## src/dram_cfg_pkg.sv

```systemverilog
package dram_cfg_pkg;

  // Bus geometry
  localparam int AXI_ADDR_W = 12;
  localparam int AXI_DATA_W = 32;

  // Register indexes, byte address is four times the index
  localparam logic [7:0] IDX_TYPE   = 8'h66;  // Bank DRAM type select
  localparam logic [7:0] IDX_MISC   = 8'h67;  // Misc emulation / pins
  localparam logic [7:0] IDX_ASYM   = 8'h68;  // Bank asymmetric organisation
  localparam logic [7:0] IDX_STATUS = 8'h6C;  // Live pin status, read only

  localparam logic [11:0] ADDR_TYPE   = {2'b00, IDX_TYPE, 2'b00};
  localparam logic [11:0] ADDR_MISC   = {2'b00, IDX_MISC, 2'b00};
  localparam logic [11:0] ADDR_ASYM   = {2'b00, IDX_ASYM, 2'b00};
  localparam logic [11:0] ADDR_STATUS = {2'b00, IDX_STATUS, 2'b00};

  // Values after reset
  localparam logic [7:0]  TYPE_RST = 8'h00;
  localparam logic [7:0]  MISC_RST = 8'h00;
  localparam logic [15:0] ASYM_RST = 16'h0000;

  // Misc control field positions
  localparam int MISC_FLOW_BIT   = 7;
  localparam int MISC_A20_BIT    = 6;
  localparam int MISC_FRST_BIT   = 5;
  localparam int MISC_KBD_BIT    = 4;
  localparam int MISC_PINCFG_BIT = 3;
  localparam int MISC_DETECT_BIT = 0;
  localparam logic [7:0] MISC_RW_MASK = 8'hF9;  // Bits 2:1 read as zero

  // Emulated keyboard controller ports
  localparam logic [15:0] KBD_DATA_PORT = 16'h0060;
  localparam logic [15:0] KBD_CMD_PORT  = 16'h0064;

  // Asymmetry field codes and their geometry
  localparam logic [1:0] ASYM_GLOBAL = 2'h0;
  localparam logic [1:0] ASYM_1M     = 2'h1;
  localparam logic [1:0] ASYM_2M     = 2'h2;
  localparam logic [1:0] ASYM_4M     = 2'h3;
  localparam logic [3:0] ASYM_ROW_W  = 4'hC;
  localparam logic [3:0] ASYM_1M_COL = 4'h8;
  localparam logic [3:0] ASYM_2M_COL = 4'h9;
  localparam logic [3:0] ASYM_4M_COL = 4'hA;

  // Geometry taken from the global DRAM type setting
  localparam logic [3:0] GLOB0_ROW_W = 4'hA;
  localparam logic [3:0] GLOB0_COL_W = 4'h8;
  localparam logic [3:0] GLOB1_ROW_W = 4'hB;
  localparam logic [3:0] GLOB1_COL_W = 4'h9;
  localparam logic [3:0] GLOB2_ROW_W = 4'hC;
  localparam logic [3:0] GLOB2_COL_W = 4'hA;
  localparam logic [3:0] GLOB3_ROW_W = 4'hC;
  localparam logic [3:0] GLOB3_COL_W = 4'hA;

  localparam int ROW_MAX_W = 12;
  localparam int COL_MAX_W = 10;

  // Bus responses
  localparam logic [1:0] RESP_OKAY   = 2'h0;
  localparam logic [1:0] RESP_SLVERR = 2'h2;

  // Use of the two shared package pins
  typedef enum logic [1:0] {PINS_TWO_RAS, PINS_RAS_RST, PINS_P2P} pin_mode_t;

endpackage
```

## src/dram_addr_split.sv

```systemverilog
`timescale 1ns/1ps
module dram_addr_split #(
  parameter int ADDR_W = 24
) (
  input  logic                                    aclk,
  input  logic                                    aresetn,
  input  logic [1:0]                              asym_field,
  input  logic [1:0]                              global_type,
  input  logic [ADDR_W-1:0]                       host_addr,
  output logic [dram_cfg_pkg::ROW_MAX_W-1:0]      row_addr,
  output logic [dram_cfg_pkg::COL_MAX_W-1:0]      col_addr,
  output logic [3:0]                              row_width,
  output logic [3:0]                              col_width
);
  import dram_cfg_pkg::*;

  logic [3:0]           row_w;       // Selected row width
  logic [3:0]           col_w;       // Selected column width
  logic [ADDR_W-1:0]    shifted;     // Address with column bits dropped
  logic [COL_MAX_W-1:0] col_mask;    // Ones over the column bits
  logic [ROW_MAX_W-1:0] row_mask;    // Ones over the row bits
  logic [ROW_MAX_W-1:0] row_r;
  logic [COL_MAX_W-1:0] col_r;
  logic [3:0]           row_w_r;
  logic [3:0]           col_w_r;

  // Geometry from the field, falling back to the global type
  always_comb
  begin
    row_w = ASYM_ROW_W;
    col_w = ASYM_1M_COL;
    case (asym_field)
      ASYM_1M: col_w = ASYM_1M_COL;
      ASYM_2M: col_w = ASYM_2M_COL;
      ASYM_4M: col_w = ASYM_4M_COL;
      default:
      begin
        // Global setting decides
        case (global_type)
          2'h0:
          begin
            row_w = GLOB0_ROW_W;
            col_w = GLOB0_COL_W;
          end
          2'h1:
          begin
            row_w = GLOB1_ROW_W;
            col_w = GLOB1_COL_W;
          end
          2'h2:
          begin
            row_w = GLOB2_ROW_W;
            col_w = GLOB2_COL_W;
          end
          default:
          begin
            row_w = GLOB3_ROW_W;
            col_w = GLOB3_COL_W;
          end
        endcase
      end
    endcase
  end

  // Split of host address into row and column parts
  assign shifted  = host_addr >> col_w;
  assign col_mask = ~({COL_MAX_W{1'b1}} << col_w);
  assign row_mask = ~({ROW_MAX_W{1'b1}} << row_w);

  // Registered split, one cycle behind the inputs
  always_ff @(posedge aclk)
  begin
    if (!aresetn)
    begin
      row_r   <= '0;
      col_r   <= '0;
      row_w_r <= 4'h0;
      col_w_r <= 4'h0;
    end
    else
    begin
      row_r   <= shifted[ROW_MAX_W-1:0] & row_mask;
      col_r   <= host_addr[COL_MAX_W-1:0] & col_mask;
      row_w_r <= row_w;
      col_w_r <= col_w;
    end
  end

  assign row_addr  = row_r;
  assign col_addr  = col_r;
  assign row_width = row_w_r;
  assign col_width = col_w_r;
endmodule

```

## src/dram_bank_type_config.sv

```systemverilog
// The AXI4-Lite register port was chosen for this implementation.
`timescale 1ns/1ps
// Contract
// - Type bit: 0 fast page, 1 EDO
// - Bit n is bank n, reset zero
// - Flow bit forwards emulated writes to ISA
// - Address bit 20 mask emulation on at 0
// - Fast reset emulation on at 0
// - Keyboard port emulation on at 0
// - Strap high: both pins row strobes
// - Strap low, bit 1: strobe plus reset
// - Strap low, bit 0: bridge support
// - Type detection only while bit is 1
// - Two bits per bank, bank 7 top
// - Field 00 uses global type
// - Field 01: 12 rows, 8 columns
// - Field 10: 12 rows, 9 columns
// - Field 11: 12 rows, 10 columns
module dram_bank_type_config #(
  parameter int ADDR_W = 24
) (
  input  logic                                  aclk,
  input  logic                                  aresetn,
  input  logic [dram_cfg_pkg::AXI_ADDR_W-1:0]   s_axi_awaddr,
  input  logic                                  s_axi_awvalid,
  output logic                                  s_axi_awready,
  input  logic [dram_cfg_pkg::AXI_DATA_W-1:0]   s_axi_wdata,
  input  logic [3:0]                            s_axi_wstrb,
  input  logic                                  s_axi_wvalid,
  output logic                                  s_axi_wready,
  output logic [1:0]                            s_axi_bresp,
  output logic                                  s_axi_bvalid,
  input  logic                                  s_axi_bready,
  input  logic [dram_cfg_pkg::AXI_ADDR_W-1:0]   s_axi_araddr,
  input  logic                                  s_axi_arvalid,
  output logic                                  s_axi_arready,
  output logic [dram_cfg_pkg::AXI_DATA_W-1:0]   s_axi_rdata,
  output logic [1:0]                            s_axi_rresp,
  output logic                                  s_axi_rvalid,
  input  logic                                  s_axi_rready,
  input  logic [2:0]                            bank_sel,
  input  logic [ADDR_W-1:0]                     host_addr,
  input  logic [1:0]                            global_type,
  output logic                                  bank_edo,
  output logic [dram_cfg_pkg::ROW_MAX_W-1:0]    row_addr,
  output logic [dram_cfg_pkg::COL_MAX_W-1:0]    col_addr,
  output logic [3:0]                            row_width,
  output logic [3:0]                            col_width,
  input  logic                                  io_wr_valid,
  input  logic [15:0]                           io_wr_port,
  output logic                                  io_claim,
  output logic                                  isa_forward,
  output logic                                  kbd_port_emul_en,
  output logic                                  fast_reset_emul_en,
  output logic                                  addr_bit20_mask_en,
  output logic                                  dram_detect_en,
  input  logic                                  pin_function_strap,
  input  logic                                  kbd_cpu_reset_request,
  output dram_cfg_pkg::pin_mode_t               pin_mode,
  output logic                                  row_strobe_bank_six_en,
  output logic                                  row_strobe_bank_five_en,
  output logic                                  p2p_bridge_en,
  output logic                                  cpu_reset_req
);
  import dram_cfg_pkg::*;

  logic [7:0]  type_r;             // Bank DRAM type select
  logic [7:0]  misc_r;             // Misc emulation / pin control
  logic [15:0] asym_r;             // Bank asymmetric organisation
  logic        aw_held_r;          // Write address waiting for data
  logic [11:0] aw_addr_r;
  logic        w_held_r;           // Write data waiting for address
  logic [31:0] w_data_r;
  logic [3:0]  w_strb_r;
  logic        bvalid_r;
  logic [1:0]  bresp_r;
  logic        rvalid_r;
  logic [31:0] rdata_r;
  logic [1:0]  rresp_r;
  logic        strap_s1_r;         // Strap synchroniser stages
  logic        strap_r;
  logic        rst_req_s1_r;       // Reset request synchroniser stages
  logic        rst_req_r;
  logic        bank_edo_r;
  logic        io_claim_r;
  logic        isa_fwd_r;
  logic        cpu_rst_r;

  // Write channel decode
  wire         aw_fire  = s_axi_awvalid & s_axi_awready;
  wire         w_fire   = s_axi_wvalid & s_axi_wready;
  wire         do_write = (aw_held_r | aw_fire) & (w_held_r | w_fire);
  wire  [11:0] wa       = aw_held_r ? aw_addr_r : s_axi_awaddr;
  wire  [31:0] wd       = w_held_r ? w_data_r : s_axi_wdata;
  wire  [3:0]  ws       = w_held_r ? w_strb_r : s_axi_wstrb;
  wire         wa_type  = wa == ADDR_TYPE;
  wire         wa_misc  = wa == ADDR_MISC;
  wire         wa_asym  = wa == ADDR_ASYM;
  wire         wa_stat  = wa == ADDR_STATUS;
  wire         wa_ok    = wa_type | wa_misc | wa_asym | wa_stat;

  // Read channel decode
  wire         ar_fire  = s_axi_arvalid & s_axi_arready;
  wire         ra_type  = s_axi_araddr == ADDR_TYPE;
  wire         ra_misc  = s_axi_araddr == ADDR_MISC;
  wire         ra_asym  = s_axi_araddr == ADDR_ASYM;
  wire         ra_stat  = s_axi_araddr == ADDR_STATUS;
  wire         ra_ok    = ra_type | ra_misc | ra_asym | ra_stat;
  wire  [7:0]  status_w = {5'h00, strap_r, 2'(pin_mode)};
  wire  [31:0] rd_word  = ra_type ? {24'h000000, type_r} :
                          ra_misc ? {24'h000000, misc_r} :
                          ra_asym ? {16'h0000, asym_r} :
                          ra_stat ? {24'h000000, status_w} : 32'h00000000;

  // Bus handshakes, one write and one read under way at a time
  assign s_axi_awready = ~aw_held_r & ~bvalid_r;
  assign s_axi_wready  = ~w_held_r & ~bvalid_r;
  assign s_axi_arready = ~rvalid_r;
  assign s_axi_bvalid  = bvalid_r;
  assign s_axi_bresp   = bresp_r;
  assign s_axi_rvalid  = rvalid_r;
  assign s_axi_rdata   = rdata_r;
  assign s_axi_rresp   = rresp_r;

  // Write halves are held until both are in
  always_ff @(posedge aclk)
  begin
    if (!aresetn)
    begin
      aw_held_r <= 1'b0;
      w_held_r  <= 1'b0;
      aw_addr_r <= 12'h000;
      w_data_r  <= 32'h00000000;
      w_strb_r  <= 4'h0;
    end
    else if (do_write)
    begin
      aw_held_r <= 1'b0;
      w_held_r  <= 1'b0;
    end
    else
    begin
      if (aw_fire)
      begin
        aw_held_r <= 1'b1;
        aw_addr_r <= s_axi_awaddr;
      end
      if (w_fire)
      begin
        w_held_r <= 1'b1;
        w_data_r <= s_axi_wdata;
        w_strb_r <= s_axi_wstrb;
      end
    end
  end

  // Write response, error for an unmapped address
  always_ff @(posedge aclk)
  begin
    if (!aresetn)
    begin
      bvalid_r <= 1'b0;
      bresp_r  <= RESP_OKAY;
    end
    else if (do_write)
    begin
      bvalid_r <= 1'b1;
      bresp_r  <= wa_ok ? RESP_OKAY : RESP_SLVERR;
    end
    else if (s_axi_bready)
      bvalid_r <= 1'b0;
  end

  // Configuration registers, byte lanes honoured
  always_ff @(posedge aclk)
  begin
    if (!aresetn)
    begin
      type_r <= TYPE_RST;
      misc_r <= MISC_RST;
      asym_r <= ASYM_RST;
    end
    else if (do_write)
    begin
      if (wa_type && ws[0])
        type_r <= wd[7:0];
      if (wa_misc && ws[0])
        misc_r <= wd[7:0] & MISC_RW_MASK;
      if (wa_asym && ws[0])
        asym_r[7:0] <= wd[7:0];
      if (wa_asym && ws[1])
        asym_r[15:8] <= wd[15:8];
    end
  end

  // Read data captured when the address is taken
  always_ff @(posedge aclk)
  begin
    if (!aresetn)
    begin
      rvalid_r <= 1'b0;
      rdata_r  <= 32'h00000000;
      rresp_r  <= RESP_OKAY;
    end
    else if (ar_fire)
    begin
      rvalid_r <= 1'b1;
      rdata_r  <= rd_word;
      rresp_r  <= ra_ok ? RESP_OKAY : RESP_SLVERR;
    end
    else if (s_axi_rready)
      rvalid_r <= 1'b0;
  end

  // Pin inputs pass two flops before use
  always_ff @(posedge aclk)
  begin
    if (!aresetn)
    begin
      strap_s1_r <= 1'b0;
      strap_r    <= 1'b0;
      rst_req_s1_r <= 1'b0;
      rst_req_r    <= 1'b0;
    end
    else
    begin
      strap_s1_r <= pin_function_strap;
      strap_r    <= strap_s1_r;
      rst_req_s1_r <= kbd_cpu_reset_request;
      rst_req_r    <= rst_req_s1_r;
    end
  end

  // Shared pin use from strap and pin control bit
  assign pin_mode = strap_r ? PINS_TWO_RAS :
                    misc_r[MISC_PINCFG_BIT] ? PINS_RAS_RST :
                    PINS_P2P;
  assign row_strobe_bank_six_en  = pin_mode != PINS_P2P;
  assign row_strobe_bank_five_en = pin_mode == PINS_TWO_RAS;
  assign p2p_bridge_en           = pin_mode == PINS_P2P;

  // Emulation enables are active low in the control register; the detection enable is active high
  assign addr_bit20_mask_en = ~misc_r[MISC_A20_BIT];
  assign fast_reset_emul_en = ~misc_r[MISC_FRST_BIT];
  assign kbd_port_emul_en   = ~misc_r[MISC_KBD_BIT];
  assign dram_detect_en     = misc_r[MISC_DETECT_BIT];

  wire kbd_hit  = io_wr_valid &
                  (io_wr_port == KBD_DATA_PORT || io_wr_port == KBD_CMD_PORT);
  wire emul_hit = kbd_hit & kbd_port_emul_en;

  // Trapped writes, and their copy onto the ISA bus
  always_ff @(posedge aclk)
  begin
    if (!aresetn)
    begin
      io_claim_r <= 1'b0;
      isa_fwd_r  <= 1'b0;
      cpu_rst_r  <= 1'b0;
      bank_edo_r <= 1'b0;
    end
    else
    begin
      io_claim_r <= emul_hit;
      isa_fwd_r  <= io_wr_valid & (~emul_hit | misc_r[MISC_FLOW_BIT]);
      cpu_rst_r  <= rst_req_r & (pin_mode == PINS_RAS_RST);
      bank_edo_r <= type_r[bank_sel];
    end
  end

  assign io_claim      = io_claim_r;
  assign isa_forward   = isa_fwd_r;
  assign cpu_reset_req = cpu_rst_r;
  assign bank_edo      = bank_edo_r;

  // Per-bank organisation field
  wire [1:0] asym_field = asym_r[{bank_sel, 1'b0} +: 2];

  dram_addr_split #(
    .ADDR_W      (ADDR_W)
  ) u_split (
    .aclk        (aclk),
    .aresetn     (aresetn),
    .asym_field  (asym_field),
    .global_type (global_type),
    .host_addr   (host_addr),
    .row_addr    (row_addr),
    .col_addr    (col_addr),
    .row_width   (row_width),
    .col_width   (col_width)
  );
endmodule

```

## config.mk

```make
export PLATFORM = sky130hd
export DESIGN_NAME = dram_bank_type_config
export DESIGN_NICKNAME = d
export VERILOG_FILES = /design/src/dram_cfg_pkg.sv /design/src/dram_addr_split.sv /design/src/dram_bank_type_config.sv
export SDC_FILE = /design/constraint.sdc
export NUM_CORES = 1
export LEC_CHECK = 0
export BUFFER_PORTS_ARGS = -buffer_cell sky130_fd_sc_hd__buf_2
export CORE_MARGIN = 2
export CORE_UTILIZATION = 40
export CTS_BUF_LIST = sky130_fd_sc_hd__clkbuf_4 sky130_fd_sc_hd__clkbuf_8
export DETAILED_ROUTE_END_ITERATION = 16
export PLACE_DENSITY = 0.7
export REMOVE_ABC_BUFFERS = 1
export SLEW_MARGIN = 20
export SYNTH_ARGS = -nofsm -noshare
export SYNTH_HDL_FRONTEND = slang
export SYNTH_HIERARCHICAL = 1
export SYNTH_SLANG_ARGS = --single-unit
```

## constraint.sdc

```tcl
create_clock -name aclk -period 2.97 [get_ports aclk]
set_input_delay 0.4455 -clock aclk [delete_from_list [all_inputs] [get_ports aclk]]
set_output_delay 0.4455 -clock aclk [all_outputs]
set_load 0.01 [all_outputs]
```

Word level (Yosys, flattened, before mapping)
Cells that the tools add are included.
{"block": "word_totals", "word_cells": 119, "output_inout_bits": 84, "reg_bits": 138, "in_bits": 115}
{"block": "classes", "n_shift": 4, "mux": 21, "bitwise_logic": 33, "n_reduce_logical": 17, "eq_ne": 17, "order_cmp": 1}
{"operator": "12-bit by 9-bit == test with 1-bit output, second input constant", "count": 8}
{"operator": "16-bit 2-to-1 mux", "count": 4}
{"operator": "16-bit by 7-bit == test with 1-bit output, second input constant", "count": 2}
{"operator": "24-bit by 4-bit right shift with 12-bit output", "count": 1}
{"operator": "16-bit by 5-bit variable part select with 2-bit output", "count": 1}
{"operator": "12-bit AND", "count": 1}
{"operator": "12-bit 2-to-1 mux", "count": 1}
{"operator": "12-bit inverter", "count": 1}
{"operator": "4-bit one-hot mux with 3 select lines", "count": 1}
{"operator": "2-bit AND reduction", "count": 6}
{"operator": "12-bit by 4-bit << shifter with 12-bit output, first input constant", "count": 1}
{"operator": "1-bit AND", "count": 10}
{"operator": "10-bit AND", "count": 1}
{"operator": "2-bit 2-to-1 mux", "count": 5}
{"operator": "1-bit inverter", "count": 10}
{"operator": "10-bit inverter", "count": 1}
{"operator": "10-bit by 4-bit << shifter with 10-bit output, first input constant", "count": 1}
{"operator": "1-bit bitwise OR", "count": 9}
{"operator": "2-bit by 1-bit == test with 1-bit output, second input constant", "count": 3}
{"operator": "2-bit == test, second input constant", "count": 3}
{"operator": "3-bit one-hot mux with 2 select lines", "count": 1}
{"operator": "1-bit 2-to-1 mux", "count": 5}
{"operator": "1-bit logical AND", "count": 4}
{"operator": "2-bit logical NOT", "count": 2}
{"operator": "other kinds (10)", "count": 11}

Logic depth before layout (Yosys ltp)
Gate-level depths: netlist of the first run.
{"block": "logic_depth", "depth_word": 7, "ltp_mapped": 9, "depth_no_buf": 6}

By module
Netlist of the first run, hierarchy kept.
{"module": "dram_bank_type_config", "seq_area_each_um2": 1801.7, "cells_per_inst": 440, "n_inst": 1, "area_per_inst_um2": 4327.9}
{"module": "dram_addr_split", "seq_area_each_um2": 560.5, "cells_per_inst": 134, "n_inst": 1, "area_per_inst_um2": 1202.4}

Worst setup path after synthesis of the first run
Ideal clock, no wire load.
{"block": "synth_timing", "path_type": "input-to-reg", "startpoint": "input bank_sel[0]", "endpoint": "register u_split.row_r[10], in the netlist u_split/row_addr[10]", "stages": 8, "required_time_ns": 2.847, "arrival_ns": 2.400, "n_path_buf": 2, "setup_ns": 0.123, "path_slack_ns": 0.447, "cell_sequence": "clkbuf_1 mux4_2 mux2_2 or2_1 buf_4 a221o_1 nand2_1 a21oi_1"}
{"block": "synth_between", "elab_chain_cells": 7, "elab_cells_between_ends": 11, "classes_between": "eq/ne (3); shift (3); mux (2); bitwise (2); reduce/logical (1)"}
{"element": "start: declaration", "line": "dram_bank_type_config.sv:41", "rtl": "input logic [2:0] bank_sel,"}
{"element": "16-bit by 5-bit variable part select with 2-bit output (*)", "line": "dram_bank_type_config.sv:277", "rtl": "wire [1:0] asym_field = asym_r[{bank_sel, 1'b0} +: 2];"}
{"element": "net asym_field[1]", "line": "dram_bank_type_config.sv:277"}
{"element": "2-bit by 1-bit == test with 1-bit output / 2-bit == test (equally long branches)", "line": "dram_addr_split.sv:32", "rtl": "case (asym_field)"}
{"element": "3-bit OR reduction (no source line)"}
{"element": "4-bit 2-to-1 mux", "line": "dram_addr_split.sv:32"}
{"element": "12-bit by 4-bit << shifter with 12-bit output", "line": "dram_addr_split.sv:68", "rtl": "assign row_mask = ~({ROW_MAX_W{1'b1}} << row_w);"}
{"element": "12-bit inverter", "line": "dram_addr_split.sv:68"}
{"element": "12-bit AND (*)", "line": "dram_addr_split.sv:82", "rtl": "row_r <= shifted[ROW_MAX_W-1:0] & row_mask;"}
{"element": "end signal: assignment", "line": "dram_addr_split.sv:82"}
{"element": "end: declaration", "line": "dram_addr_split.sv:22", "rtl": "logic [ROW_MAX_W-1:0] row_r;"}
Mark *: on every way through the listed nets, which the timed path passes. The rest lies on a longest branch.
A chain may end at the register's enable or synchronous reset.

Worst setup path in the final report of the first run
{"block": "layout_timing", "startpoint": "register aw_held_r", "endpoint": "register asym_r[8]"}
{"block": "layout_between", "elab_chain_cells": 6, "elab_cells_between_ends": 9, "classes_between": "eq/ne (1); mux (1); bitwise (5); reduce/logical (2)"}
{"element": "start: declaration", "line": "dram_bank_type_config.sv:70", "rtl": "logic aw_held_r;"}
{"element": "start signal: assignment", "line": "dram_bank_type_config.sv:130", "rtl": "aw_held_r <= 1'b0;"}
{"element": "start signal: assignment", "line": "dram_bank_type_config.sv:138", "rtl": "aw_held_r <= 1'b0;"}
{"element": "start signal: assignment", "line": "dram_bank_type_config.sv:145", "rtl": "aw_held_r <= 1'b1;"}
{"element": "1-bit inverter", "line": "dram_bank_type_config.sv:116", "rtl": "assign s_axi_awready = ~aw_held_r & ~bvalid_r;"}
{"element": "1-bit AND", "line": "dram_bank_type_config.sv:116"}
{"element": "1-bit AND", "line": "dram_bank_type_config.sv:90", "rtl": "wire aw_fire = s_axi_awvalid & s_axi_awready;"}
{"element": "1-bit bitwise OR", "line": "dram_bank_type_config.sv:92", "rtl": "wire do_write = (aw_held_r | aw_fire) & (w_held_r | w_fire);"}
{"element": "1-bit AND", "line": "dram_bank_type_config.sv:92"}
{"element": "2-bit AND reduction (no source line) (*)"}
{"element": "end signal: assignment", "line": "dram_bank_type_config.sv:192", "rtl": "asym_r[15:8] <= wd[15:8];"}
{"element": "end: declaration", "line": "dram_bank_type_config.sv:69", "rtl": "logic [15:0] asym_r;"}
Mark *: on every way between the ends. The rest lies on a longest branch, timed or not.

==> summary.md, run 1 <==
| Metric | Value |
|---|---|
| Run status | `finished, final reports clean` |
| Worst Hold Class | `in -> reg` |
| Largest delay contributor family on the critical path | `simple AND/OR/NAND/NOR gates` |
| Most common cell after layout, fill and taps aside | `buf_2` |
| Gr ovfl total | `0` |
| Vias post-DR | `between 4000 and 5000` |
| Post-route setup TNS | `0 ns` |
| Post-synthesis cell area | `roughly 0.0055 sq mm` |
| Most frequent cells in the layout | `158 x buf_2, 118 x dfxtp_1, 78 x mux2i_1, 65 x nor2_1, 45 x nand2_1` |
| Clk buf depth | `2` |
| Worst Hold Path EP | `s_axi_rvalid` |
| Slew headroom | `49.7%` |
| First-pass GRT wire length | `approximately 23000 um` |
| Layout area overhead | `23.1%` |
| Drt via density | `5.21` |
| Worst setup SP type | `register` |
| Gr usage total | `approximately 19%` |
| Postcts setup bufs | `0` |
| Least-Margin Pin Slew | `approximately 0.75 ns` |
| Initial drt markers | `roughly 270` |
| Overall power | `3790 uW` |
| Sink Count | `approximately 120` |
| Ratio of cells with drive above 1 in the final layout | `roughly 32%` |
| Worst Path Arrival | `approximately 2.6 ns` |
| Sequential area share after synthesis | `~43%` |
| Crit path capture type | `register` |
| Die X-Extent | `122 um` |
| Pwr dens | `between 500 and 600 mW/mm^2` |
| Routed WL per cell | `~15 um` |
| Drt drc | `0` |
| Synthesized flop and latch total | `between 100 and 150` |
| Reg-to-reg setup timing slack | `0.69 ns` |
| Worst skew pair latency | `between 0.4 and 0.5 ns` |
| CP Class | `reg -> reg` |
| Crit path buffers/inverters | `1` |
| Post-synth ARST share | `0%` |
| Clk root buf | `clkbuf_8` |
| Placer congestion estimate | `0.795` |
| Cells on worst reg2reg path | `5` |
| Syn Area/Cell | `roughly 9.6 sq um` |
| Post-synth EDFFs | `0` |
| Post-CTS sizing | `0` |
| Largest net degree at the start of global routing | `between 70 and 80` |
| DRT antenna net count | `0` |
| Total Wirelength | `about 14000 um` |
| RSZ-0062 raised after global routing | `false` |
| Total die area | `between 0.01 and 0.015 sq mm` |
| Worst path max stage delay | `~0.6 ns` |
| TritonCTS buffer count | `17` |
| Tcrit/Tclk final | `roughly 77%` |
| Placed insts | `slightly below 900` |
| Max-slew violations | `0` |
| Worst path slowest cell | `or4b_1` |
| YS warnings | `6` |
| Clk pin slew, worst setup/hold paths | `roughly 0.070 ns` |
| H-tree level count | `4` |
| Reg-to-Reg Start | `aw_held_r` |
| Tmin final | `2.28 ns` |
| CP Max Fanout | `9` |
| Req. time, crit path | `about 3.3 ns` |
| Distinct cells, synth | `61` |
| Initial antenna violation count | `3` |
| Max_cap viols | `0` |
| Vias in the first global route | `~4600` |
| Final net count | `between 800 and 900` |
| Reg2reg end | `asym_r[8]` |
| VDD IR max | `about 0.00024 V` |
| Post-Syn Instances | `~570` |
| Hold Path Depth | `2` |
| Fin cells | `roughly 910` |
| Number of port buffers | `about 160` |
| Starting Density | `41.4%` |
| Site row count | `42` |
| Detailed Routing Iterations Pass 1 | `4` |
| F_max | `around 0.44 GHz` |
| Worst path cell trace | `buf_4 > or4b_1 > a211oi_2 > a41oi_1 > nor3_1` |
| CTS tree | `done` |
| Core area | `approximately 0.013 sq mm` |
| Die Y | `about 120 um` |
| Final worst clock skew | `0.00818 ns` |
| Final Hold Vio Count | `0` |
| Post-synth top flop | `dfxtp_1` |
| Final setup viols | `0` |
| Hold buffers post-CTS | `0` |
| Crit path launch | `aw_held_r` |
| HPWL after DPL | `~10000 um` |
| Ports | `between 150 and 200` |
| Pleak | `approximately 0.0031 uW` |
| Hold path start | `s_axi_rready` |
==> flip-flops by register name, indices dropped and copies added (netlist names), 6 cells and up <==
name              cells
asym_r               16
s_axi_rdata          16
w_data_r             16
aw_addr_r            12
u_split/row_addr     12
u_split/col_addr     10
type_r                8
misc_r                6
==> through the flow <==
step                instance area [sq um]  setup WS, ns  utilization (%)  hold slack (ns)
finish                               6810         0.686             51.0            0.200
global route                         6800         0.503             51.0            0.173
CTS                                  6800         0.722             51.0            0.158
detailed placement                   6360         0.358             47.6            0.423
global placement                     6360         0.376             47.6            0.423
floorplan                            5260         0.784                -            0.412
==> metal layers <==
metal | global-route usage (%) | wire length, um | vias up
li1 | - | - | 2322
met1 | 24.1 | 6140 | 2260
met2 | 31.1 | 6710 | 139
met3 | 6.51 | 924 | 24
met4 | 7.97 | 259 | 4
met5 | 0 | 21 | -
==> Yosys cell counts, types with 10 or more instances <==
cell / number / share of area, %
nand3_1: 10 / 0.91
nor3_1: 16 / 1.4
dfxtp_1: 118 / 43
mux2_2: 11 / 2.2
nor4_1: 10 / 1.1
mux2i_1: 78 / 14
clkbuf_1: 24 / 1.6
o21ai_0: 10 / 0.91
buf_4: 23 / 3.1
nand2_1: 45 / 3.1
and2_1: 18 / 2.0
nor2_1: 65 / 4.4
==> where the power goes <==
group / leakage, uW / switching [uW] / internal [uW] / total (uW)
clock network: 0.000230 / 642 / 1000 / 1650
logic: 0.00195 / 262 / 208 / 470
registers: 0.000964 / 30.8 / 1640 / 1670
total: 0.00314 / 935 / 2860 / 3790
==> worst register-to-register path, cell delays in order (launching register included) <==
cell,delay [ns]
dfxtp_1,0.41
buf_4,0.22
or4b_1,0.62
a211oi_2,0.56
a41oi_1,0.19
nor3_1,0.21
==> cell families (layout without fill, tap and decap cells) <==
logic type	after synthesis	in the layout	share of synthesized area (%)
AND/OR/NAND/NOR	214	214	20.6
flip-flops	118	118	42.7
multiplexers	95	95	18.8
AO/OA/AOI/OAI	78	78	11.1
buffers and inverters	67	210	6.58
other	2	20	0.136
==> area by class of cell <==
type	instances	area, sq um
flip-flops and latches	118	2360
repair buffers	169	873
inverters	9	33.8
well taps	176	220
clock buffers	23	298
fillers	1247	6540
clock inverters	9	148
multi-input cells	406	2870
diodes	1	2.50
==> how the worst max path moves through the flow <==
stage / depth (start not counted) / end
final: 5 / asym_r[8]
after detailed placement: 7 / u_split/row_addr[10]
after CTS: 5 / asym_r[14]
after global placement: 7 / u_split/row_addr[10]
after global routing: 5 / asym_r[12]
after floorplan: 4 / type_r[0]
(Power assumes the default switching activity.)
==> run 2, diff against run 1 <==
--- a/config.mk
+++ b/config.mk
@@ -10,7 +10,7 @@
 export CORE_UTILIZATION = 40
 export CTS_BUF_LIST = sky130_fd_sc_hd__clkbuf_4 sky130_fd_sc_hd__clkbuf_8
 export DETAILED_ROUTE_END_ITERATION = 16
-export PLACE_DENSITY = 0.7
+export PLACE_DENSITY = 0.72
 export REMOVE_ABC_BUFFERS = 1
 export SLEW_MARGIN = 20
 export SYNTH_ARGS = -nofsm -noshare
==> constraint.sdc (replaced) <==
create_clock -name aclk -period 2.04 [get_ports aclk]
set_input_delay 0.306 -clock aclk [delete_from_list [all_inputs] [get_ports aclk]]
set_output_delay 0.306 -clock aclk [all_outputs]
set_load 0.01 [all_outputs]
==> run 2 against run 1 <==
  * Sequential share of layout area decreased by 0.82 points
  * Critical endpoint is now u_split/row_addr[9]
  * Fmax rose by 15%
  * Final area is 2.8% higher
  * Die area is the same
  * Register-to-register slack worse by 0.64 ns
  * Largest cell class unchanged
  * Clock power grew 30%
  * First-iteration DRC count up 19%
  * Global-route usage decreased by 0.20 points
  * Critical path depth rose by 2
  * Critical path type unchanged
  * Final cell count grew 2.3%
  * Clock-buffer cell count fell by 2
==> summary.md, run 2 (synthesized netlist as in run 1, its figures left out) <==
| Metric | Value |
|---|---|
| Final worst clock skew | `0.0101 ns (was 0.00818 ns)` |
| H-tree level count | `4 (unchanged)` |
| Max-slew violations | `0 (unchanged)` |
| Final setup viols | `0 (unchanged)` |
| Overall power | `5290 uW (was 3790 uW)` |
| VDD IR max | `0.000325 V (was 0.000244 V)` |
| Detailed Routing Iterations Pass 1 | `4 (unchanged)` |
| Reg-to-Reg Start | `asym_r[1] (was aw_held_r)` |
| Req. time, crit path | `2.37 ns (was 3.32 ns)` |
| Reg-to-reg setup timing slack | `0.05 ns (was 0.69 ns)` |
| Clk pin slew, worst setup/hold paths | `0.07 ns (about the same)` |
| Max_cap viols | `0 (unchanged)` |
| Placer congestion estimate | `0.837 (was 0.795)` |
| Number of port buffers | `158 (unchanged)` |
| Hold WS | `0.0596 ns (was 0.200 ns)` |
| # fillers | `1226 (was 1247)` |
| Detail Route met2 WL | `7030 um (was 6710 um)` |
| Tcrit/Tclk final | `97.7% (was 76.9%)` |
| Clk buf depth | `2 (unchanged)` |
| ANT cells | `0 (was 1)` |
| Final Hold Vio Count | `0 (unchanged)` |
| Met1 WL | `6080 um (was 6140 um)` |
| Hold buffers post-CTS | `0 (unchanged)` |
| Pwr dens | `756 mW/mm^2 (was 557 mW/mm^2)` |
| Final net count | `858 (was 836)` |
| Total die area | `0.0148 sq mm (unchanged)` |
| Vias post-DR | `4797 (was 4749)` |
| DRT antenna net count | `0 (unchanged)` |
| Crit path capture type | `register (unchanged)` |
| Die Y | `122 um (unchanged)` |
| Most common cell after layout, fill and taps aside | `buf_2 (unchanged)` |
| Core area | `0.0133 sq mm (unchanged)` |
| Worst Hold Class | `in -> reg (unchanged)` |
| Sink Count | `118 (unchanged)` |
| Reg2reg end | `u_split/row_addr[9] (was asym_r[8])` |
| Die X-Extent | `122 um (unchanged)` |
| Register Area | `0.00237 sq mm (was 0.00236 sq mm)` |
| Uppermost layer routed | `met4 (was met5)` |
| Routed WL per cell | `15.2 um (was 15.4 um)` |
| HPWL after DPL | `10400 um (was 10500 um)` |
| F_max | `0.502 GHz (was 0.438 GHz)` |
| Hold path start | `s_axi_rready (unchanged)` |
| Gr usage total | `19.2% (was 19.4%)` |
| Least-Margin Pin Slew | `0.499 ns (was 0.749 ns)` |
| Tmin final | `1.99 ns (was 2.28 ns)` |
| Cells on worst reg2reg path | `7 (was 5)` |
| Ports | `199 (unchanged)` |
| Site row count | `42 (unchanged)` |
| Worst Hold Path EP | `s_axi_rvalid (unchanged)` |
| Ratio of cells with drive above 1 in the final layout | `35.4% (was 32.4%)` |
| Hold Path Depth | `2 (unchanged)` |
| Initial drt markers | `318 (was 268)` |
| CTS tree | `done (unchanged)` |
| Worst Path Arrival | `2.33 ns (was 2.64 ns)` |
| TritonCTS buffer count | `17 (unchanged)` |
| Vias in the first global route | `4633 (was 4623)` |
| Gr ovfl total | `0 (unchanged)` |
| Worst setup SP type | `register (unchanged)` |
| Clk root buf | `clkbuf_8 (unchanged)` |
| Most frequent cells in the layout | `158 x buf_2, 112 x dfxtp_1, 78 x mux2i_1, 65 x nor2_1, 45 x nand2_1 (was 158 x buf_2, 118 x dfxtp_1, 78 x mux2i_1, 65 x nor2_1, 45 x nand2_1)` |
| Worst skew pair latency | `0.44 ns (about the same)` |
| Drt via density | `5.15 (was 5.21)` |
| Largest net degree at the start of global routing | `66 (was 75)` |
| Total Wirelength | `14200 um (was 14100 um)` |
| CP Max Fanout | `7 (was 9)` |
| CP Class | `reg -> reg (unchanged)` |
| Drt drc | `0 (unchanged)` |
| Run status | `finished, final reports clean (unchanged)` |
| Pleak | `0.00324 uW (was 0.00314 uW)` |
| Met3 WL post-DR | `932 um (was 924 um)` |
| First-pass GRT wire length | `22500 um (was 22600 um)` |
| Initial antenna violation count | `1 (was 3)` |
| Area of the multi-input gates | `0.00290 sq mm (was 0.00287 sq mm)` |
| Slew headroom | `66.2% (was 49.7%)` |
| Starting Density | `41.4% (unchanged)` |
| Layout area overhead | `26.4% (was 23.1%)` |
==> run 2: changes by cell type in the layout (fill, tap and decap cells not counted), sizes merged, moves of 2 or more <==
cell	delta
buf	+21
clkinv	+3
bufinv	-2
clkbuf	-2
==> run 2: layout make-up <==
| class | instances | share of cell area [%] |
|---|---|---|
| flip-flops and latches | 118 | 33.9 |
| clock buffers | 21 | 4.04 |
| repair buffers | 190 | 15.2 |
| clock inverters | 11 | 1.79 |
| well taps | 176 | 3.15 |
| inverters | 9 | 0.483 |
| multi-input cells | 407 | 41.5 |
==> run 2: how the worst max path moves through the flow <==
stage                           start                    to  slack [ns]  depth (start not counted)
after floorplan             aw_held_r             type_r[0]       -0.15                          4
after global placement    bank_sel[0]  u_split/row_addr[10]       -0.21                          6
after detailed placement  bank_sel[0]  u_split/row_addr[10]       -0.22                          6
after CTS                  asym_r[13]   u_split/row_addr[7]        0.04                          7
after global routing       asym_r[15]  u_split/row_addr[10]      -0.008                          6
final                       asym_r[1]   u_split/row_addr[9]        0.05                          7
==> run 2: layer usage <==
layer	up-vias	global-route usage, %
met3	10	5.43
li1	2362	-
met4	0	7.69
met1	2253	23.3
met5	-	0
met2	172	32.2
==> run 2: critical path: stages (launching register included) <==
cell	delay (ns)
dfxtp_2	0.34
mux4_2	0.46
mux2_4	0.34
or2_1	0.28
buf_6	0.15
a2bb2oi_1	0.12
nor2_1	0.14
nor3_2	0.06
==> run 2: power by group <==
part | internal, uW | total, uW | leakage (uW) | switching, uW
clock | 1200 | 2140 | 0.000205 | 949
sequential | 2390 | 2440 | 0.000967 | 45.7
combinational | 320 | 705 | 0.00207 | 384
total | 3910 | 5290 | 0.00324 | 1380
==> run 2: stage by stage <==
step	setup WS (ns)	utilization [%]	area, sq um	TNS, ns	instances
3_5_place_dp	-0.216	48.8	6510	-2.57	895
5_1_grt	-0.00839	52.4	6990	-0.00975	932
6_report	0.0472	52.4	6990	0	932
3_3_place_gp	-0.209	48.8	6510	-2.23	895
4_1_cts	0.0373	51.9	6930	0	929
2_1_floorplan	-0.146	-	5260	-3.17	533
==> run 2: timing repair <==
action,in CTS,in global routing
endpoints found under the setup margin,1,23
resized for setup,0,12
cloned,0,1
pin swaps,1,5
buffers inserted,2,2
==> run 3, diff against run 2 <==
--- a/config.mk
+++ b/config.mk
@@ -5,7 +5,7 @@
 export SDC_FILE = /design/constraint.sdc
 export NUM_CORES = 1
 export LEC_CHECK = 0
-export BUFFER_PORTS_ARGS = -buffer_cell sky130_fd_sc_hd__buf_2
+export BUFFER_PORTS_ARGS = -buffer_cell sky130_fd_sc_hd__clkbuf_2
 export CORE_MARGIN = 2
 export CORE_UTILIZATION = 40
 export CTS_BUF_LIST = sky130_fd_sc_hd__clkbuf_4 sky130_fd_sc_hd__clkbuf_8
@@ -15,5 +15,4 @@
 export SLEW_MARGIN = 20
 export SYNTH_ARGS = -nofsm -noshare
 export SYNTH_HDL_FRONTEND = slang
-export SYNTH_HIERARCHICAL = 1
 export SYNTH_SLANG_ARGS = --single-unit
==> run 3 against run 2 <==
  * Clock power increased by 9.8%
  * Combinational power increased by 15%
  * First-iteration DRC count increased by 1.9%
  * Sequential share of layout area decreased by 2.1 points
  * Synthesized cell count increased by 9.8%
  * Via count increased by 8.8%
==> summary.md, run 3 <==
| Metric | Value |
|---|---|
| Worst path depth | `6 (was 7)` |
| Largest net degree at the start of global routing | `47 (was 66)` |
| Ports | `199 (unchanged)` |
| Worst path max stage delay | `0.55 ns (was 0.46 ns)` |
| Ratio of cells with drive above 1 in the final layout | `36.9% (was 35.4%)` |
| Worst Hold Class | `in -> reg (unchanged)` |
| Hold path start | `s_axi_rready (unchanged)` |
| Detailed Routing Iterations Pass 1 | `5 (was 4)` |
| Post-Syn Instances | `630 (was 574)` |
| Hold buffers post-CTS | `0 (unchanged)` |
| Post-synth ARST share | `0% (unchanged)` |
| Clk pin slew, worst setup/hold paths | `0.07 ns (about the same)` |
| Gr ovfl total | `0 (unchanged)` |
| H-tree level count | `4 (unchanged)` |
| Site row count | `42 (unchanged)` |
| Total die area | `0.0147 sq mm (was 0.0148 sq mm)` |
| Post-synth EDFFs | `0 (unchanged)` |
| Syn Area/Cell | `8.73 sq um (was 9.63 sq um)` |
| Crit path buffers/inverters | `1 (unchanged)` |
| Register Area | `0.00237 sq mm (about the same)` |
| Worst setup SP type | `register (unchanged)` |
| Reg-to-reg setup timing slack | `0.04 ns (was 0.05 ns)` |
| Worst skew pair latency | `0.44 ns (about the same)` |
| Gr usage total | `20.0% (was 19.2%)` |
| # fillers | `1209 (was 1226)` |
| Pwr dens | `752 mW/mm^2 (was 756 mW/mm^2)` |
| Starting Density | `41.2% (was 41.4%)` |
| Req. time, crit path | `2.42 ns (was 2.37 ns)` |
| Placer congestion estimate | `0.832 (was 0.837)` |
| Worst path cell trace | `or4bb_4 > o22ai_4 > buf_6 > o2111ai_4 > or3_1 > a21oi_1 (was mux4_2 > mux2_4 > or2_1 > buf_6 > a2bb2oi_1 > nor2_1 > nor3_2)` |
| Reg2reg end | `asym_r[9] (was u_split/row_addr[9])` |
| Max_cap viols | `0 (unchanged)` |
| Synthesized flop and latch total | `118 (unchanged)` |
| Tmin final | `2.00 ns (was 1.99 ns)` |
| Final Hold Vio Count | `0 (unchanged)` |
| Final net count | `948 (was 858)` |
| Post-synthesis cell area | `0.00550 sq mm (was 0.00553 sq mm)` |
| Most common cell after layout, fill and taps aside | `clkbuf_2 (was buf_2)` |
| Worst Path Arrival | `2.37 ns (was 2.33 ns)` |
| Most common cell in the netlist | `dfxtp_1 (unchanged)` |
| Drt via density | `5.11 (was 5.15)` |
| F_max | `0.500 GHz (was 0.502 GHz)` |
| Slew headroom | `55.8% (was 66.2%)` |
| Clk buf depth | `2 (unchanged)` |
| CP Class | `reg -> reg (unchanged)` |
| Post-synth top flop | `dfxtp_1 (unchanged)` |
| Post-synth top area share | `42.9% (was 42.7%)` |
| ANT cells | `0 (unchanged)` |
| CTS tree | `done (unchanged)` |
| Least-Margin Pin Slew | `0.656 ns (was 0.499 ns)` |
| Sink Count | `118 (unchanged)` |
| Cells on worst reg2reg path | `6 (was 7)` |
| Post-layout util | `55.9% (was 52.4%)` |
| HPWL after DPL | `10700 um (was 10400 um)` |
| Worst Hold Path EP | `s_axi_rvalid (unchanged)` |
| Die Y | `121 um (was 122 um)` |
| Final setup viols | `0 (unchanged)` |
| Top post-synthesis cells by area | `dfxtp_1 43%, mux2i_1 8.0%, a21oi_1 6.2% (was dfxtp_1 43%, mux2i_1 14%, nor2_1 4.4%)` |
| Crit path capture type | `register (unchanged)` |
| Clk root buf | `clkbuf_8 (unchanged)` |
| Post-synth top area cell | `dfxtp_1 (unchanged)` |
| Synth cell count leaders | `118 x dfxtp_1, 82 x nand2_1, 68 x a21oi_1, 44 x mux2i_1, 35 x nor2_1 (was 118 x dfxtp_1, 78 x mux2i_1, 65 x nor2_1, 45 x nand2_1, 24 x clkbuf_1)` |
| VDD IR max | `0.000388 V (was 0.000325 V)` |
| DRT antenna net count | `0 (unchanged)` |
| Run status | `finished, final reports clean (unchanged)` |
| Die X-Extent | `121 um (was 122 um)` |
| Tcrit/Tclk final | `98.0% (was 97.7%)` |
| Worst path slowest cell | `or4bb_4 (was mux4_2)` |
| Distinct cells, synth | `62 (was 61)` |
| Routed WL per cell | `14.6 um (was 15.2 um)` |
| Fin cells | `1022 (was 932)` |
| YS warnings | `0 (was 6)` |
| Vias in the first global route | `4808 (was 4633)` |
| Largest delay contributor family on the critical path | `simple AND/OR/NAND/NOR gates (was multiplexers)` |
| First-pass GRT wire length | `23200 um (was 22500 um)` |
| Most frequent cells in the layout | `158 x clkbuf_2, 114 x dfxtp_1, 82 x nand2_1, 66 x a21oi_1, 60 x buf_4 (was 158 x buf_2, 112 x dfxtp_1, 78 x mux2i_1, 65 x nor2_1, 45 x nand2_1)` |
| Sequential area share after synthesis | `42.9% (was 42.7%)` |
| Placed insts | `985 (was 895)` |
| Drt drc | `0 (unchanged)` |
| RSZ-0062 raised after global routing | `true` |
| Number of port buffers | `158 (unchanged)` |
| Area of the multi-input gates | `0.00299 sq mm (was 0.00290 sq mm)` |
| TritonCTS buffer count | `17 (unchanged)` |
| Reg-to-Reg Start | `aw_addr_r[9] (was asym_r[1])` |
| Max-slew violations | `0 (unchanged)` |
| Core area | `0.0133 sq mm (unchanged)` |
| Vias post-DR | `5221 (was 4797)` |
| Pleak | `0.00321 uW (was 0.00324 uW)` |
| CP Max Fanout | `4 (was 7)` |
| Initial drt markers | `324 (was 318)` |
| Layout area overhead | `35.5% (was 26.4%)` |
| Hold Path Depth | `2 (unchanged)` |
| Total Wirelength | `14900 um (was 14200 um)` |
| Initial antenna violation count | `0 (was 1)` |
| Final worst clock skew | `0.00735 ns (was 0.0101 ns)` |
## run 3: cell families after synthesis
kind of cell,share of synthesized area [%]
simple gates,21.7
compound gates,16.6
flops,42.9
buf+inv,7.07
mux,11.6
other cells,0.0682
## run 3: layer usage
metal	routed length [um]	vias to the layer above	track usage [%]
li1	-	2610	-
met1	6590	2421	25.2
met2	7020	171	32.1
met3	1070	19	6.06
met4	269	0	7.83
met5	0	-	0
## run 3: worst max path at each step
stage                                     end  slack, ns    startpoint
after global routing                misc_r[7]      -0.06  aw_addr_r[9]
after floorplan                    asym_r[10]      -0.31      w_held_r
after global placement    u_split.row_addr[3]      -0.16   bank_sel[0]
after CTS                           misc_r[7]      0.001     aw_held_r
after detailed placement  u_split.row_addr[3]      -0.19   bank_sel[0]
final                               asym_r[9]       0.04  aw_addr_r[9]
## run 3: cell type report
| class | count | share of cell area (%) |
|---|---|---|
| Timing Repair Buffer | 228 | 18.7 |
| Clock inverter | 10 | 2.01 |
| Multi-Input combinational cell | 456 | 40.1 |
| Inverter | 12 | 0.604 |
| Clock buffer | 22 | 3.89 |
| Tap cell | 176 | 2.95 |
| Sequential cell | 118 | 31.8 |
## run 3: per-stage QoR
step	TNS, ns	setup WS (ns)	total power, uW	cell area (sq um)	hold slack [ns]
after floorplan	-8.52	-0.307	2880	5230	0.334
after detailed placement	-3.00	-0.187	3250	6780	0.434
after CTS	0	0.00134	5610	7260	0.0109
after global routing	-0.291	-0.0551	5840	7460	0.0368
final	0	0.0410	5610	7460	0.0435
after global placement	-1.89	-0.156	3240	6780	0.413
## run 3: timing repair
item,CTS,global route
buffers inserted,0,4
gates resized for setup,6,40
setup endpoints to repair,19,40
cloned,0,1
pin swaps,1,12
## run 3: report_power, final
group / internal [uW] / switching, uW
logic: 360 / 448
registers: 2400 / 49.2
clock network: 1440 / 906
